File: src/rtl/dot_pkg.sv
// shared constants and carriers of the dual octal registered transceiver
package dot_pkg;

    // ------------------------------------------------------------
    // sizes
    // ------------------------------------------------------------
    localparam int DOT_HALVES = 2;
    localparam int DOT_DIRS = 2;
    localparam int DOT_CHANNELS = DOT_HALVES * DOT_DIRS;
    localparam int DOT_WIDTH = 8;
    localparam int DOT_FIFO_DEPTH = 16;

    // ------------------------------------------------------------
    // channel numbering
    // ------------------------------------------------------------
    localparam int DOT_DIR_A_TO_B = 0;
    localparam int DOT_DIR_B_TO_A = 1;

    // ------------------------------------------------------------
    // pin carriers
    // ------------------------------------------------------------
    typedef struct packed {
        logic clk_a_to_b;
        logic clk_b_to_a;
        logic capture_en_a_to_b_n;
        logic capture_en_b_to_a_n;
        logic drive_en_a_to_b_n;
        logic drive_en_b_to_a_n;
        logic [DOT_WIDTH-1:0] port_a_pins;
        logic [DOT_WIDTH-1:0] port_b_pins;
    } dot_half_in_t;

    typedef struct packed {
        logic [DOT_WIDTH-1:0] port_a_out;
        logic [DOT_WIDTH-1:0] port_a_oe_n;
        logic [DOT_WIDTH-1:0] port_b_out;
        logic [DOT_WIDTH-1:0] port_b_oe_n;
    } dot_half_out_t;

    // ------------------------------------------------------------
    // reset values
    // ------------------------------------------------------------
    localparam logic [DOT_WIDTH-1:0] DOT_DATA_RST = 8'h00;
    localparam logic [DOT_WIDTH-1:0] DOT_OE_N_RST = 8'hff;
    localparam dot_half_in_t DOT_IN_RST = '{
        clk_a_to_b: 1'b0,
        clk_b_to_a: 1'b0,
        capture_en_a_to_b_n: 1'b1,
        capture_en_b_to_a_n: 1'b1,
        drive_en_a_to_b_n: 1'b1,
        drive_en_b_to_a_n: 1'b1,
        port_a_pins: 8'h00,
        port_b_pins: 8'h00
    };
    // synchroniser stages reset to the idle pin levels, so no false edge or enable after reset
    localparam dot_half_in_t DOT_SYNC_RST = DOT_IN_RST;

endpackage

File: src/rtl/dot_top.sv
// dual octal registered transceiver core with capture fifo per direction
`timescale 1ns/1ns

// ------------------------------------------------------------
// capture fifo
// ------------------------------------------------------------
module dot_fifo #(
    parameter int W = 8,
    parameter int DEPTH = 16
) (
    input wire logic i_core_clk,
    input wire logic i_rst_n,
    input wire logic i_in_valid,
    output logic o_in_ready,
    input wire logic [W-1:0] i_in_data,
    output logic o_out_valid,
    input wire logic i_out_ready,
    output logic [W-1:0] o_out_data
);
    localparam int AW = (DEPTH > 1) ? $clog2(DEPTH) : 1;
    localparam int CW = $clog2(DEPTH + 1);

    logic [W-1:0] mem_reg [DEPTH];
    logic [AW-1:0] wr_ptr_reg;
    logic [AW-1:0] rd_ptr_reg;
    logic [CW-1:0] count_reg;
    logic push;
    logic pop;

    assign o_in_ready = (count_reg != CW'(DEPTH));
    assign o_out_valid = (count_reg != '0);
    assign o_out_data = mem_reg[rd_ptr_reg];
    assign push = i_in_valid && o_in_ready;
    assign pop = o_out_valid && i_out_ready;

    // storage
    always_ff @(posedge i_core_clk) begin
        if (push) begin
            mem_reg[wr_ptr_reg] <= i_in_data;
        end
    end

    // write pointer
    always_ff @(posedge i_core_clk) begin
        if (!i_rst_n) begin
            wr_ptr_reg <= '0;
        end else if (push) begin
            wr_ptr_reg <= (wr_ptr_reg == AW'(DEPTH - 1)) ? '0 : wr_ptr_reg + 1'b1;
        end
    end

    // read pointer
    always_ff @(posedge i_core_clk) begin
        if (!i_rst_n) begin
            rd_ptr_reg <= '0;
        end else if (pop) begin
            rd_ptr_reg <= (rd_ptr_reg == AW'(DEPTH - 1)) ? '0 : rd_ptr_reg + 1'b1;
        end
    end

    // fill level
    always_ff @(posedge i_core_clk) begin
        if (!i_rst_n) begin
            count_reg <= '0;
        end else begin
            case ({push, pop})
                2'b10: count_reg <= count_reg + 1'b1;
                2'b01: count_reg <= count_reg - 1'b1;
                default: count_reg <= count_reg;
            endcase
        end
    end
endmodule

module dot_top #(
    parameter int WIDTH = dot_pkg::DOT_WIDTH,
    parameter int FIFO_DEPTH = dot_pkg::DOT_FIFO_DEPTH
) (
    input wire logic i_core_clk,
    input wire logic i_rst_n,
    input wire dot_pkg::dot_half_in_t i_half [dot_pkg::DOT_HALVES],
    input wire logic [dot_pkg::DOT_CHANNELS-1:0] i_drain_hold,
    output dot_pkg::dot_half_out_t o_half [dot_pkg::DOT_HALVES],
    output logic [dot_pkg::DOT_CHANNELS-1:0] o_capture_ready
);
    import dot_pkg::*;

    // ------------------------------------------------------------
    // pin synchronisers and agreement filter
    // ------------------------------------------------------------
    dot_half_in_t sync1_reg [DOT_HALVES];
    dot_half_in_t sync2_reg [DOT_HALVES];
    dot_half_in_t sync3_reg [DOT_HALVES];
    dot_half_in_t filt_reg [DOT_HALVES];
    dot_half_in_t filt_next [DOT_HALVES];

    for (genvar h = 0; h < DOT_HALVES; h++) begin : g_sync
        always_ff @(posedge i_core_clk) begin
            if (!i_rst_n) begin
                sync1_reg[h] <= DOT_SYNC_RST;
                sync2_reg[h] <= DOT_SYNC_RST;
                sync3_reg[h] <= DOT_SYNC_RST;
            end else begin
                sync1_reg[h] <= i_half[h];
                sync2_reg[h] <= sync1_reg[h];
                sync3_reg[h] <= sync2_reg[h];
            end
        end

        // bit takes new level once stages two and three agree
        assign filt_next[h] = (sync2_reg[h] & ~(sync2_reg[h] ^ sync3_reg[h]))
                            | (filt_reg[h] & (sync2_reg[h] ^ sync3_reg[h]));

        always_ff @(posedge i_core_clk) begin
            if (!i_rst_n) begin
                filt_reg[h] <= DOT_IN_RST;
            end else begin
                filt_reg[h] <= filt_next[h];
            end
        end
    end

    // ------------------------------------------------------------
    // per direction capture path
    // ------------------------------------------------------------
    logic [WIDTH-1:0] data_reg [DOT_CHANNELS];
    logic [WIDTH-1:0] oe_n_reg [DOT_CHANNELS];

    for (genvar c = 0; c < DOT_CHANNELS; c++) begin : g_chan
        localparam int H = c / DOT_DIRS;
        localparam int D = c % DOT_DIRS;

        logic clk_now;
        logic clk_new;
        logic cap_en_n;
        logic drv_en_n;
        logic [WIDTH-1:0] src_pins;
        logic clk_rise;
        logic cap_evt;
        logic fifo_in_ready;
        logic fifo_out_valid;
        logic [WIDTH-1:0] fifo_out_data;

        assign clk_now = (D == DOT_DIR_A_TO_B) ? filt_reg[H].clk_a_to_b
                                               : filt_reg[H].clk_b_to_a;
        assign clk_new = (D == DOT_DIR_A_TO_B) ? filt_next[H].clk_a_to_b
                                               : filt_next[H].clk_b_to_a;
        assign cap_en_n = (D == DOT_DIR_A_TO_B) ? filt_reg[H].capture_en_a_to_b_n
                                                : filt_reg[H].capture_en_b_to_a_n;
        assign drv_en_n = (D == DOT_DIR_A_TO_B) ? filt_reg[H].drive_en_a_to_b_n
                                                : filt_reg[H].drive_en_b_to_a_n;
        assign src_pins = (D == DOT_DIR_A_TO_B) ? filt_reg[H].port_a_pins[WIDTH-1:0]
                                                : filt_reg[H].port_b_pins[WIDTH-1:0];

        assign clk_rise = !clk_now && clk_new;
        assign cap_evt = clk_rise && !cap_en_n;

        dot_fifo #(
            .W(WIDTH),
            .DEPTH(FIFO_DEPTH)
        ) u_fifo (
            .i_core_clk(i_core_clk),
            .i_rst_n(i_rst_n),
            .i_in_valid(cap_evt),
            .o_in_ready(fifo_in_ready),
            .i_in_data(src_pins),
            .o_out_valid(fifo_out_valid),
            .i_out_ready(!i_drain_hold[c]),
            .o_out_data(fifo_out_data)
        );

        always_ff @(posedge i_core_clk) begin
            if (!i_rst_n) begin
                data_reg[c] <= DOT_DATA_RST;
            end else if (fifo_out_valid && !i_drain_hold[c]) begin
                data_reg[c] <= fifo_out_data;
            end
        end

        always_ff @(posedge i_core_clk) begin
            if (!i_rst_n) begin
                oe_n_reg[c] <= DOT_OE_N_RST;
            end else begin
                oe_n_reg[c] <= {WIDTH{drv_en_n}};
            end
        end

        // capture back-pressure
        always_ff @(posedge i_core_clk) begin
            if (!i_rst_n) begin
                o_capture_ready[c] <= 1'b0;
            end else begin
                o_capture_ready[c] <= fifo_in_ready;
            end
        end
    end

    // ------------------------------------------------------------
    // pin outputs
    // ------------------------------------------------------------
    // reset values float the pins
    for (genvar h = 0; h < DOT_HALVES; h++) begin : g_out
        assign o_half[h].port_b_out = data_reg[h * DOT_DIRS + DOT_DIR_A_TO_B];
        assign o_half[h].port_b_oe_n = oe_n_reg[h * DOT_DIRS + DOT_DIR_A_TO_B];
        assign o_half[h].port_a_out = data_reg[h * DOT_DIRS + DOT_DIR_B_TO_A];
        assign o_half[h].port_a_oe_n = oe_n_reg[h * DOT_DIRS + DOT_DIR_B_TO_A];
    end
endmodule

File: config.mk
export PLATFORM = sky130hd
export DESIGN_NAME = dot_top
export DESIGN_NICKNAME = d
export VERILOG_FILES = /design/src/rtl/dot_pkg.sv /design/src/rtl/dot_top.sv
export SDC_FILE = /design/constraint.sdc
export NUM_CORES = 1
export LEC_CHECK = 0
export ABC_CLOCK_PERIOD_IN_PS = 5600
export BUFFER_PORTS_ARGS = -buffer_cell sky130_fd_sc_hd__buf_2
export CORE_MARGIN = 2
export CORE_UTILIZATION = 45
export CTS_BUF_LIST = sky130_fd_sc_hd__clkbuf_16
export DETAILED_ROUTE_END_ITERATION = 6
export GPL_TIMING_DRIVEN = 0
export PLACE_DENSITY = 0.59
export SYNTH_ARGS = -nofsm -noshare
export SYNTH_HDL_FRONTEND = slang
export SYNTH_SLANG_ARGS = --single-unit
File: constraint.sdc
create_clock -name i_core_clk -period 5.6 [get_ports i_core_clk]
set_clock_uncertainty 0.15 [all_clocks]
set_input_delay 1.12 -clock i_core_clk [delete_from_list [all_inputs] [get_ports i_core_clk]]
set_output_delay 1.12 -clock i_core_clk [all_outputs]
set_load 0.01 [all_outputs]
# After elaboration in Yosys (flattened, before gate mapping)
# Memories as Yosys holds them, arrays and structs flattened. A register that Yosys moved wholly into a read port is not among the register bits.
# Cells that the tools add are included.
# W data, S select, Z words.
[totals]
latchBits = 0
rom_bits = 0
word_cells = 182
n_memories = 10
input_bits = 50
reg_bits = 56
ram_bits = 752
[memory_table]
columns = ["memory", "words", "word_bits", "rd", "rd_clocked_by_memory_dff", "write_ports", "line", "text"]
rows = [
  ["g_chan[0].u_fifo.mem_reg", 16, 8, 1, 1, 1, "dot_top.sv:23", "logic [W-1:0] mem_reg [DEPTH];"],
  ["g_chan[1].u_fifo.mem_reg", 16, 8, 1, 1, 1, "dot_top.sv:23", ""],
  ["g_chan[2].u_fifo.mem_reg", 16, 8, 1, 1, 1, "dot_top.sv:23", ""],
  ["g_chan[3].u_fifo.mem_reg", 16, 8, 1, 1, 1, "dot_top.sv:23", ""],
  ["filt_reg", 2, 22, 2, 0, 2, "dot_top.sv:94", "dot_half_in_t filt_reg [DOT_HALVES];"],
  ["sync1_reg", 2, 22, 2, 0, 2, "dot_top.sv:91", "dot_half_in_t sync1_reg [DOT_HALVES];"],
  ["4 more memories", "-", "-", "-", "-", "-", "-", ""],
]
[classes]
eq_ne = 20
magnitude_cmp = 0
div_mod_pow = 0
shift = 0
reduce_logical = 36
bitwise_logic = 26
n_mux = 58
n_addsub = 16
multipliers = 0
[ops]
columns = ["cell", "count"]
rows = [
  ["$mux W22", 8],
  ["$and A22 B22 Y22", 4],
  ["$mux W4", 16],
  ["$mux W8", 8],
  ["$not A22 Y22", 2],
  ["$or A22 B22 Y22", 2],
  ["$xor A22 B22 Y22", 2],
  ["$pmux W5 S2", 4],
  ["$add A4 B1 Y4 const B", 8],
  ["$eq A4 B4 Y1 const B", 8],
  ["$mux W1", 22],
  ["$add A5 B1 Y5 const B", 4],
  ["$ne A5 B5 Y1 const B", 4],
  ["$reduce_bool A5 Y1", 4],
  ["$sub A5 B1 Y5 const B", 4],
  ["$logic_and A1 B1 Y1", 16],
  ["$or A1 B1 Y1", 16],
  ["$logic_not A1 Y1", 12],
  ["$eq A2 B1 Y1 const B", 4],
  ["$eq A2 B2 Y1 const B", 4],
  ["$reduce_bool A2 Y1", 4],
]

# Depth between registers and ports, before layout
# Gate-level depths: netlist of run 1.
[depth]
word_depth = 9
mapped_depth = 12
mapped_depth_nobuf = 10

# Cells and area by module
# Synthesis of run 1 repeated with hierarchy kept, for this count alone.
[hier_totals]
cells_unflattened = 1802
hier_area_um2 = 30718.2
[modules_own_cells]
columns = ["module", "area_each_um2", "n_inst", "cells_each", "seq_area_each_um2"]
rows = [
  ["dot_fifo at g_chan[0].u_fifo ...", 5963.2, 3, 294, 4184.0],
  ["dot_top", 6912.9, 1, 593, 4644.5],
  ["dot_fifo at g_chan[3].u_fifo", 5915.7, 1, 327, 4184.0],
]

# Worst setup path after synthesis of run 1
# Ideal clock, no wire load.
[synth_path]
path_type = "input to register"
from = "in i_drain_hold[3] (netlist bit)"
to = "reg g_chan[3].u_fifo.count_reg[4]"
required_ps = 5322
arrival_time_ps = 2818
path_buffers = 1
setup_slack_ps = 2504
setup_time_ps = 128
cell_stages = 9
cell_sequence = "a21oi_2 ha_1 clkbuf_1 xor2_1 ha_1 nor2b_1 o32ai_1 mux2i_1 nand4_1"
[synth_between]
elab_chain_len = 4
elab_cells_between_ends = 6
[synth_lines]
columns = ["element", "line", "text"]
rows = [
  ["from (decl)", "dot_top.sv:82", "input wire logic [dot_pkg::DOT_CHANNELS-1:0] i_drain_hold,"],
  ["$logic_not A1 Y1 *", "dot_top.sv:168", ".i_out_ready(!i_drain_hold[c]),"],
  ["$logic_and A1 B1 Y1 *", "dot_top.sv:34", "assign pop = o_out_valid && i_out_ready;"],
  ["$eq A2 B1 Y1 / $eq A2 B2 Y1 (equally long branches)", "dot_top.sv:66", "case ({push, pop})"],
  ["$pmux W5 S2 / $reduce_bool A2 Y1 (equally long branches)", "-", ""],
  ["to (signal assigned)", "dot_top.sv:67", "2'b10: count_reg <= count_reg + 1'b1;"],
  ["to (signal assigned)", "dot_top.sv:68", "2'b01: count_reg <= count_reg - 1'b1;"],
  ["to (signal assigned)", "dot_top.sv:69", "default: count_reg <= count_reg;"],
  ["to (decl)", "dot_top.sv:26", "logic [CW-1:0] count_reg;"],
]
# Mark *: on every way between the ends. The rest lies on a longest branch, timed or not.
# A chain may end at the register's enable or synchronous reset.

==> qor.yml, run 1 <==
synthesis:
  synth.avg_cell_area_um2: 16.3
  ys_ff_latch: 796
  async_flop_share: 0
  synth_cells: 1858
  ys_types: 62
  syn_nets: 1942
  synth.cell_area_um2: 30400
  yosysWarnings: 0
  synth-edff-count: 544
  ys.flop_type: "edfxtp_1"
  ys_seq_area_frac: 0.704
critical_path:
  critPathKind: "input pin to flop"
  cp.arrival_ns: 3.33
  crit_fanout: 10
  ff2ff_setup_slack_ns: 2.51
  worstReg2RegStart: "g_chan[3].u_fifo.count_reg[1]$_SDFFE_PN0P_"
  ff2ff_path_depth: 11
  required_ns: 5.84
  crit_path_end_kind: "flop"
  critPathLaunchType: "input pin"
  reg2reg_to: "g_chan[3].u_fifo.count_reg[4]$_SDFFE_PN0P_"
  cp-startpoint: "i_rst_n"
worst_hold_path:
  hold_start: "sync1_reg[1][16]$_SDFF_PN1_"
  holdPathStages: 1
  holdPathEnd: "sync2_reg[1][16]$_SDFF_PN1_"
  hold_path_class: "flop to flop"
global_route:
  grt_pass1_wl_um: 92600
  grt_pass1_vias: 16198
  grt_util_all_layers: 0.174
  grt_remaining_overflow: 0
  antenna_found_initial: 1
  grt_max_degree: 19
layout:
  regArea_um2: 21400
  nets: 2145
  area_growth_pct: 14.6
  final_cell_mix: "edfxtp_1 (544), dfxtp_1 (252), buf_2 (138), mux4_2 (128), and2_1 (119)"
  num_antenna_cells: 0
  drive_gt1_frac: 0.232
  multi_input_area_um2: 8310
  final_common_cell: "edfxtp_1"
  largest_reg_flops: 512
  n_fill_cell: 5554
routing:
  drt_drc_violations_left: 0
  post_drt_wl_per_cell_um: 19.9
  first_iter_violations: 988
  ant_nets: 0
  drt_wl_total_um: 59700
  vias: 15736
  dr.pass1.iters: 5
  vias_per_cell: 5.24
timing:
  finalMaxSlewViolations: 0
  fmax_mhz: 323
  rsz0062_at_grt: "no"
  setup_viol: 0
  hold_viol_final: 0
  period_needed_ns: 3.09
  period_share: 0.552
  setup_ws_ns: 2.51
  relSlewSlack: 0.153
  worst_pin_slew_ns: 1.26
  setup-tns-final_ns: 0
clock_network:
  cts_sinks: 796
  cts_tree: "built"
  post_cts_resize_count: 0
  post_cts_buffers: 0
  cts_hold_repair.buffers: 0
  clk_pin_slew_worst_paths_ns: 0.06
  clk_latency_ns: 0.61
  cts_root_buf: "clkbuf_16"
  numCtsBuffers: 83
  htree_num_levels: 3
  clockBufferDepth: 3
outcome:
  status: "completed"
place:
  detailed_place_hpwl_um: 39300
  port_buffers: 116
  place_ws_ns: 1.87
  gp_congestion: 0.797
pwr:
  leakage_nw: 11.7
  cellPowerDensity_nw_per_um2: 366
  vdd_drop_max_uv: 211
floorplanning:
  die_y_um: 264
  core_um2: 67000
  ios: 118
  row_count: 95
  dieArea_um2: 69600
  start_util: 0.453
  die_x_um: 264
run:
  max_cap_violations: 0
[area by class of cell]
cell class | count | share of cell area
timing repair buffer | 118 | 0.0170
clock buffer | 89 | 0.0640
tap | 873 | 0.0314
inverter | 23 | 0.00248
multi-input combinational | 920 | 0.239
clock inverter | 65 | 0.0132
buffer | 119 | 0.0189
sequential | 796 | 0.614
[power breakdown]
group	switching, mW	internal [mW]	leakage (nW)
sequential	0.0635	6.35	7.13
combinational	0.517	0.435	3.23
clock	2.19	3.18	1.38
[routing by layer]
| metal | routed length (um) | up-vias | global-route usage |
|---|---|---|---|
| met5 | 0 | - | 0 |
| met4 | 1600 | 0 | 0.0573 |
| met3 | 2080 | 111 | 0.0264 |
| met2 | 29800 | 290 | 0.294 |
| met1 | 26200 | 7956 | 0.231 |
| li1 | - | 7379 | - |
[worst max-delay path, cell delays in order]
cell	delay [ns]
buf_2	0.28
buf_2	0.29
clkbuf_1	0.60
nand3b_1	0.57
o21ai_1	0.47
[stage by stage]
stage               std cells  hold slack [ns]  power, mW  cell area (um2)   util
floorplan                1858            0.236       7.24            30400      -
global placement         2847            0.242       7.49            32000  0.478
detailed placement       2849            0.246       7.50            32100  0.479
CTS                      3003            0.256       12.9            34800  0.519
global route             3003            0.259       13.2            34800  0.519
finish                   3003            0.258       12.7            34800  0.519
[worst max path at each step]
stage,end,depth (start not counted)
2_1_floorplan,g_chan[3].u_fifo.count_reg[4]$_SDFFE_PN0P_,9
3_3_place_gp,data_reg[3][0]$_SDFFCE_PN0P_,5
3_5_place_dp,data_reg[3][0]$_SDFFCE_PN0P_,5
4_1_cts,g_chan[3].u_fifo.count_reg[4]$_SDFFE_PN0P_,11
5_1_grt,g_chan[3].u_fifo.count_reg[4]$_SDFFE_PN0P_,12
6_report,data_reg[3][0]$_SDFFCE_PN0P_,5
[cell usage after synthesis (all sizes together), types with 9 or more instances]
cell	instances	area (um2)
buf	79	507
nand2	108	405
o21ai	85	425
dfxtp	252	5040
mux2i	59	591
mux4	128	2880
nor2b	22	138
ha	34	425
nand3	9	45.0
a21boi	43	327
a31oi	9	56.3
inv	23	86.3
mux2	33	372
edfxtp	544	16300
xnor2	10	87.6
and2	119	744
a21oi	29	164
nor3	18	90.1
nand2b	55	344
nor2	64	240
clkbuf	40	153
[cells by family (layout without fill, tap and decap cells)]
| logic type | count (synthesis) | after routing | share of synthesized area |
|---|---|---|---|
| fa+ha+maj | 34 | 34 | 0.0140 |
| flops | 796 | 796 | 0.704 |
| compound gates | 206 | 206 | 0.0454 |
| buf+inv | 142 | 414 | 0.0246 |
| mux | 220 | 220 | 0.127 |
| simple gates | 443 | 443 | 0.0805 |
| xor+xnor | 17 | 17 | 0.00490 |
Note: power is estimated with default switching activity, not from simulation.
==> run 2: changes to the inputs <==
Settings changed: ABC_AREA set to 1, ABC_CLOCK_PERIOD_IN_PS 5600 to 2800, PLACE_DENSITY 0.59 to 0.61.
Clock period 5.6 ns to 2.8 ns, I/O delays scaled along.
==> run 2 against run 1 <==
Against the previous run: register-to-register slack worse by 2.3 ns; final cell count up 51%; critical path depth up 1; count of clock-buffer cells in the layout down 4; clock power up 97%; global-route usage up 2.6 points; critical endpoint is now g_chan[1].u_fifo.mem_reg[12][6]$_DFFE_PP_; largest cell class unchanged; highest routed layer unchanged.
==> qor.yml, run 2 <==
layout:
  area_growth_pct: 15.2
  largest_reg_flops: 512  # unchanged
  drive_gt1_frac: 0.114  # -0.118
  n_fill_cell: 6427  # +16%
  final_cell_mix: "nand2_1 (996), edfxtp_1 (544), inv_1 (476), nand3_1 (308), dfxtp_1 (252)"
  nets: 3606  # +68%
  final_common_cell: "nand2_1"
  multi_input_area_um2: 8210  # -1.2%
  fin_util: 0.521  # +0.00152
  regArea_um2: 21400  # unchanged
critical_path:
  cp_common_cell: "nand2_1"
  ff2ff_setup_slack_ns: 0.18  # -2.33 ns
  cp.arrival_ns: 2.71  # -0.62 ns
  reg2reg_to: "g_chan[1].u_fifo.mem_reg[12][6]$_DFFE_PP_"
  crit_path_end_kind: "flop"
  worstReg2RegStart: "sync2_reg[0][20]$_SDFF_PN0_"
  cp_top_family: "simple AND/OR/NAND/NOR gates"
  ff2ff_path_depth: 6  # -5
  crit_chain: "nand2_1 > nor3_2 > nand2_1 > inv_2 > nand2_1 > nor2_1"
  critPathMaxStageDelay_ns: 0.67  # +0.07 ns
  critPathLaunchType: "flop"
  slowest_stage: "nor2_1"
  required_ns: 2.89  # -2.95 ns
  crit_fanout: 8  # -2
  path_buf_inv: 1  # -2
  critPathKind: "flop to flop"
clock_network:
  clk_pin_slew_worst_paths_ns: 0.06  # about the same
  clk_latency_ns: 0.62  # about the same
  clockBufferDepth: 3  # unchanged
  cts_tree: "built"
  cts_root_buf: "clkbuf_16"
  post_cts_buffers: 0  # unchanged
  cts_sinks: 796  # unchanged
  numCtsBuffers: 81  # -2.4%
  htree_num_levels: 3  # unchanged
global_route:
  grt-busiest-layer: "met2"
  grt_util_met2: 0.335  # +0.0406
  grt_util_all_layers: 0.200  # +0.0259
  grt_pass1_wl_um: 114000  # +23%
  grt_max_degree: 19  # unchanged
  grt_pass1_vias: 20452  # +26%
  antenna_found_initial: 1  # unchanged
  grt_remaining_overflow: 0  # unchanged
  use_met3: 0.0274  # +0.00104
  grtUsageMet1: 0.271  # +0.0404
worst_hold_path:
  hold_path_class: "input pin to flop"
  holdPathStages: 3  # +2
  holdPathEnd: "sync1_reg[1][20]$_SDFF_PN0_"
  hold_start: "i_half[20]"
floorplanning:
  die_y_um: 271  # +2.9%
  die_x_um: 271  # +2.9%
  core_um2: 71100  # +6.1%
  ios: 118  # unchanged
  dieArea_um2: 73600  # +5.8%
  row_count: 98  # +3.2%
  start_util: 0.452  # -0.000769
synthesis:
  async_flop_share: 0  # unchanged
  synth_top_area_frac: 0.508  # -0.0300
  ys.flop_type: "edfxtp_1"
  yosysMostFrequentCell: "nand2_1"
  ys_types: 26  # -58%
  ys_seq_area_frac: 0.665  # -0.0393
  synth.avg_cell_area_um2: 9.81  # -40%
  synth_top_area_cell: "edfxtp_1"
  synth_commonest_cells: "nand2_1 (996), edfxtp_1 (544), inv_1 (463)"
  synth_cells: 3277  # +76%
  syn_nets: 3361  # +73%
  synth.cell_area_um2: 32200  # +5.9%
  synth-edff-count: 544  # unchanged
  ys_ff_latch: 796  # unchanged
  yosysWarnings: 0  # unchanged
  yosys-top-cells-area: "edfxtp_1 (51%), dfxtp_1 (16%), nand2_1 (12%), inv_1 (5.4%), nand3_1 (4.8%)"
timing:
  fmax_mhz: 381
  period_share: 0.937
  setup_ws_ns: 0.176  # -2.33 ns
  period_needed_ns: 2.62
  worst_pin_slew_ns: 1.23  # -0.0281 ns
  hold_viol_final: 0  # unchanged
  finalMaxSlewViolations: 0  # unchanged
  setup_viol: 0  # unchanged
  relSlewSlack: 0.171  # +0.0175
  rsz0062_at_grt: "yes"
routing:
  vias: 21645  # +38%
  dr.pass1.iters: 5  # unchanged
  vias_per_cell: 4.77  # -9.0%
  drt_drc_violations_left: 0  # unchanged
  first_iter_violations: 1551  # +57%
  post_drt_wl_per_cell_um: 16.2  # -19%
  ant_nets: 0  # unchanged
  drt_wl_total_um: 73500  # +23%
pwr:
  cellPowerDensity_nw_per_um2: 812  # +120%
  p_int_mw: 21.1  # +110%
  p_comb_frac: 0.210  # +0.135
  leakage_nw: 16.4  # +40%
  switchingPower_mw: 8.99  # +220%
  vdd_drop_max_uv: 528  # +150%
  clkPwrFrac: 0.351  # -0.071
  p_seq_frac: 0.439  # -0.065
  switching_share: 0.299  # +0.0813
run:
  max_cap_violations: 0  # unchanged
place:
  port_buffers: 117  # +0.86%
  detailed_place_hpwl_um: 48500  # +23%
  gp_congestion: 0.852  # +6.9%
  place_ws_ns: -0.0730  # -1.94 ns
outcome:
  status: "completed"
run 2: logic make-up after synthesis:
family | synth area share
adders and majority gates | 0.0132
xor gates and xnor gates | 0.00490
DFF | 0.665
AOI/OAI and AO/OA | 0.0338
buffers and inverters | 0.0812
and+or+nand+nor | 0.202
run 2: power by group through the flow:
stage / registers (mW) / clock network, mW / logic [mW]
after CTS: 13.2 / 10.8 / 6.32
after detailed placement: 13.4 / 0 / 6.25
after global routing: 13.2 / 11.2 / 7.12
after floorplan: 13.5 / 0 / 4.26
after global placement: 13.4 / 0 / 6.22
final: 13.2 / 10.6 / 6.31
run 2: timing repair:
action,4_1_cts,5_1_grt
endpoints found under the setup margin,49,10
hold buffers,42,0
hold endpoints to repair,42,0
gates resized for setup,4,3
run 2: layer usage:
layer / share of wire / up-vias
met3: 0.049 / 92
met2: 0.48 / 504
met4: 0.019 / 0
met5: 0 / -
li1: - / 10947
met1: 0.45 / 10102
run 2: layout make-up:
class,instances,area share
flip-flops and latches,796,0.577
inverters,471,0.0477
clock buffers,85,0.0574
clock inverters,66,0.0132
diodes,1,0.0000676
plain buffers,157,0.0228
repair buffers,162,0.0277
well taps,950,0.0321
multi-input cells,1853,0.222
run 2: per-stage QoR:
step | instances | TNS (ns) | cell area [um2] | hold WS, ns | power (mW)
after global routing | 4541 | -0.0129 | 37000 | 0.0544 | 31.6
after detailed placement | 4347 | -0.797 | 34000 | 0.247 | 19.7
after global placement | 4344 | -0.564 | 33900 | 0.244 | 19.7
final | 4541 | 0 | 37000 | 0.0656 | 30.1
after CTS | 4540 | 0 | 37000 | 0.0231 | 30.3
after floorplan | 3277 | 0 | 32200 | 0.240 | 17.7
run 2: tightest hold or removal path: cells and delay by family:
| kind | cells | cell delay, ns |
|---|---|---|
| buffers and inverters | 2 | 0.17 |
| AND/OR/NAND/NOR | 1 | 0.06 |
run 2: worst max path at each step:
stage | from | endpoint | slack, ns | cells past startpoint
after CTS | g_chan[2].u_fifo.count_reg[0]$_SDFFE_PN0P_ | g_chan[2].u_fifo.mem_reg[7][4]$_DFFE_PP_ | 0.12 | 6
after global placement | sync2_reg[0][20]$_SDFF_PN0_ | g_chan[1].u_fifo.mem_reg[13][0]$_DFFE_PP_ | -0.04 | 6
after global routing | g_chan[0].u_fifo.count_reg[0]$_SDFFE_PN0P_ | g_chan[0].u_fifo.count_reg[4]$_SDFFE_PN0P_ | -0.01 | 15
after floorplan | g_chan[0].u_fifo.count_reg[0]$_SDFFE_PN0P_ | g_chan[0].u_fifo.count_reg[2]$_SDFFE_PN0P_ | 0.62 | 14
final | sync2_reg[0][20]$_SDFF_PN0_ | g_chan[1].u_fifo.mem_reg[12][6]$_DFFE_PP_ | 0.18 | 6
after detailed placement | sync2_reg[0][20]$_SDFF_PN0_ | g_chan[1].u_fifo.mem_reg[13][1]$_DFFE_PP_ | -0.07 | 6
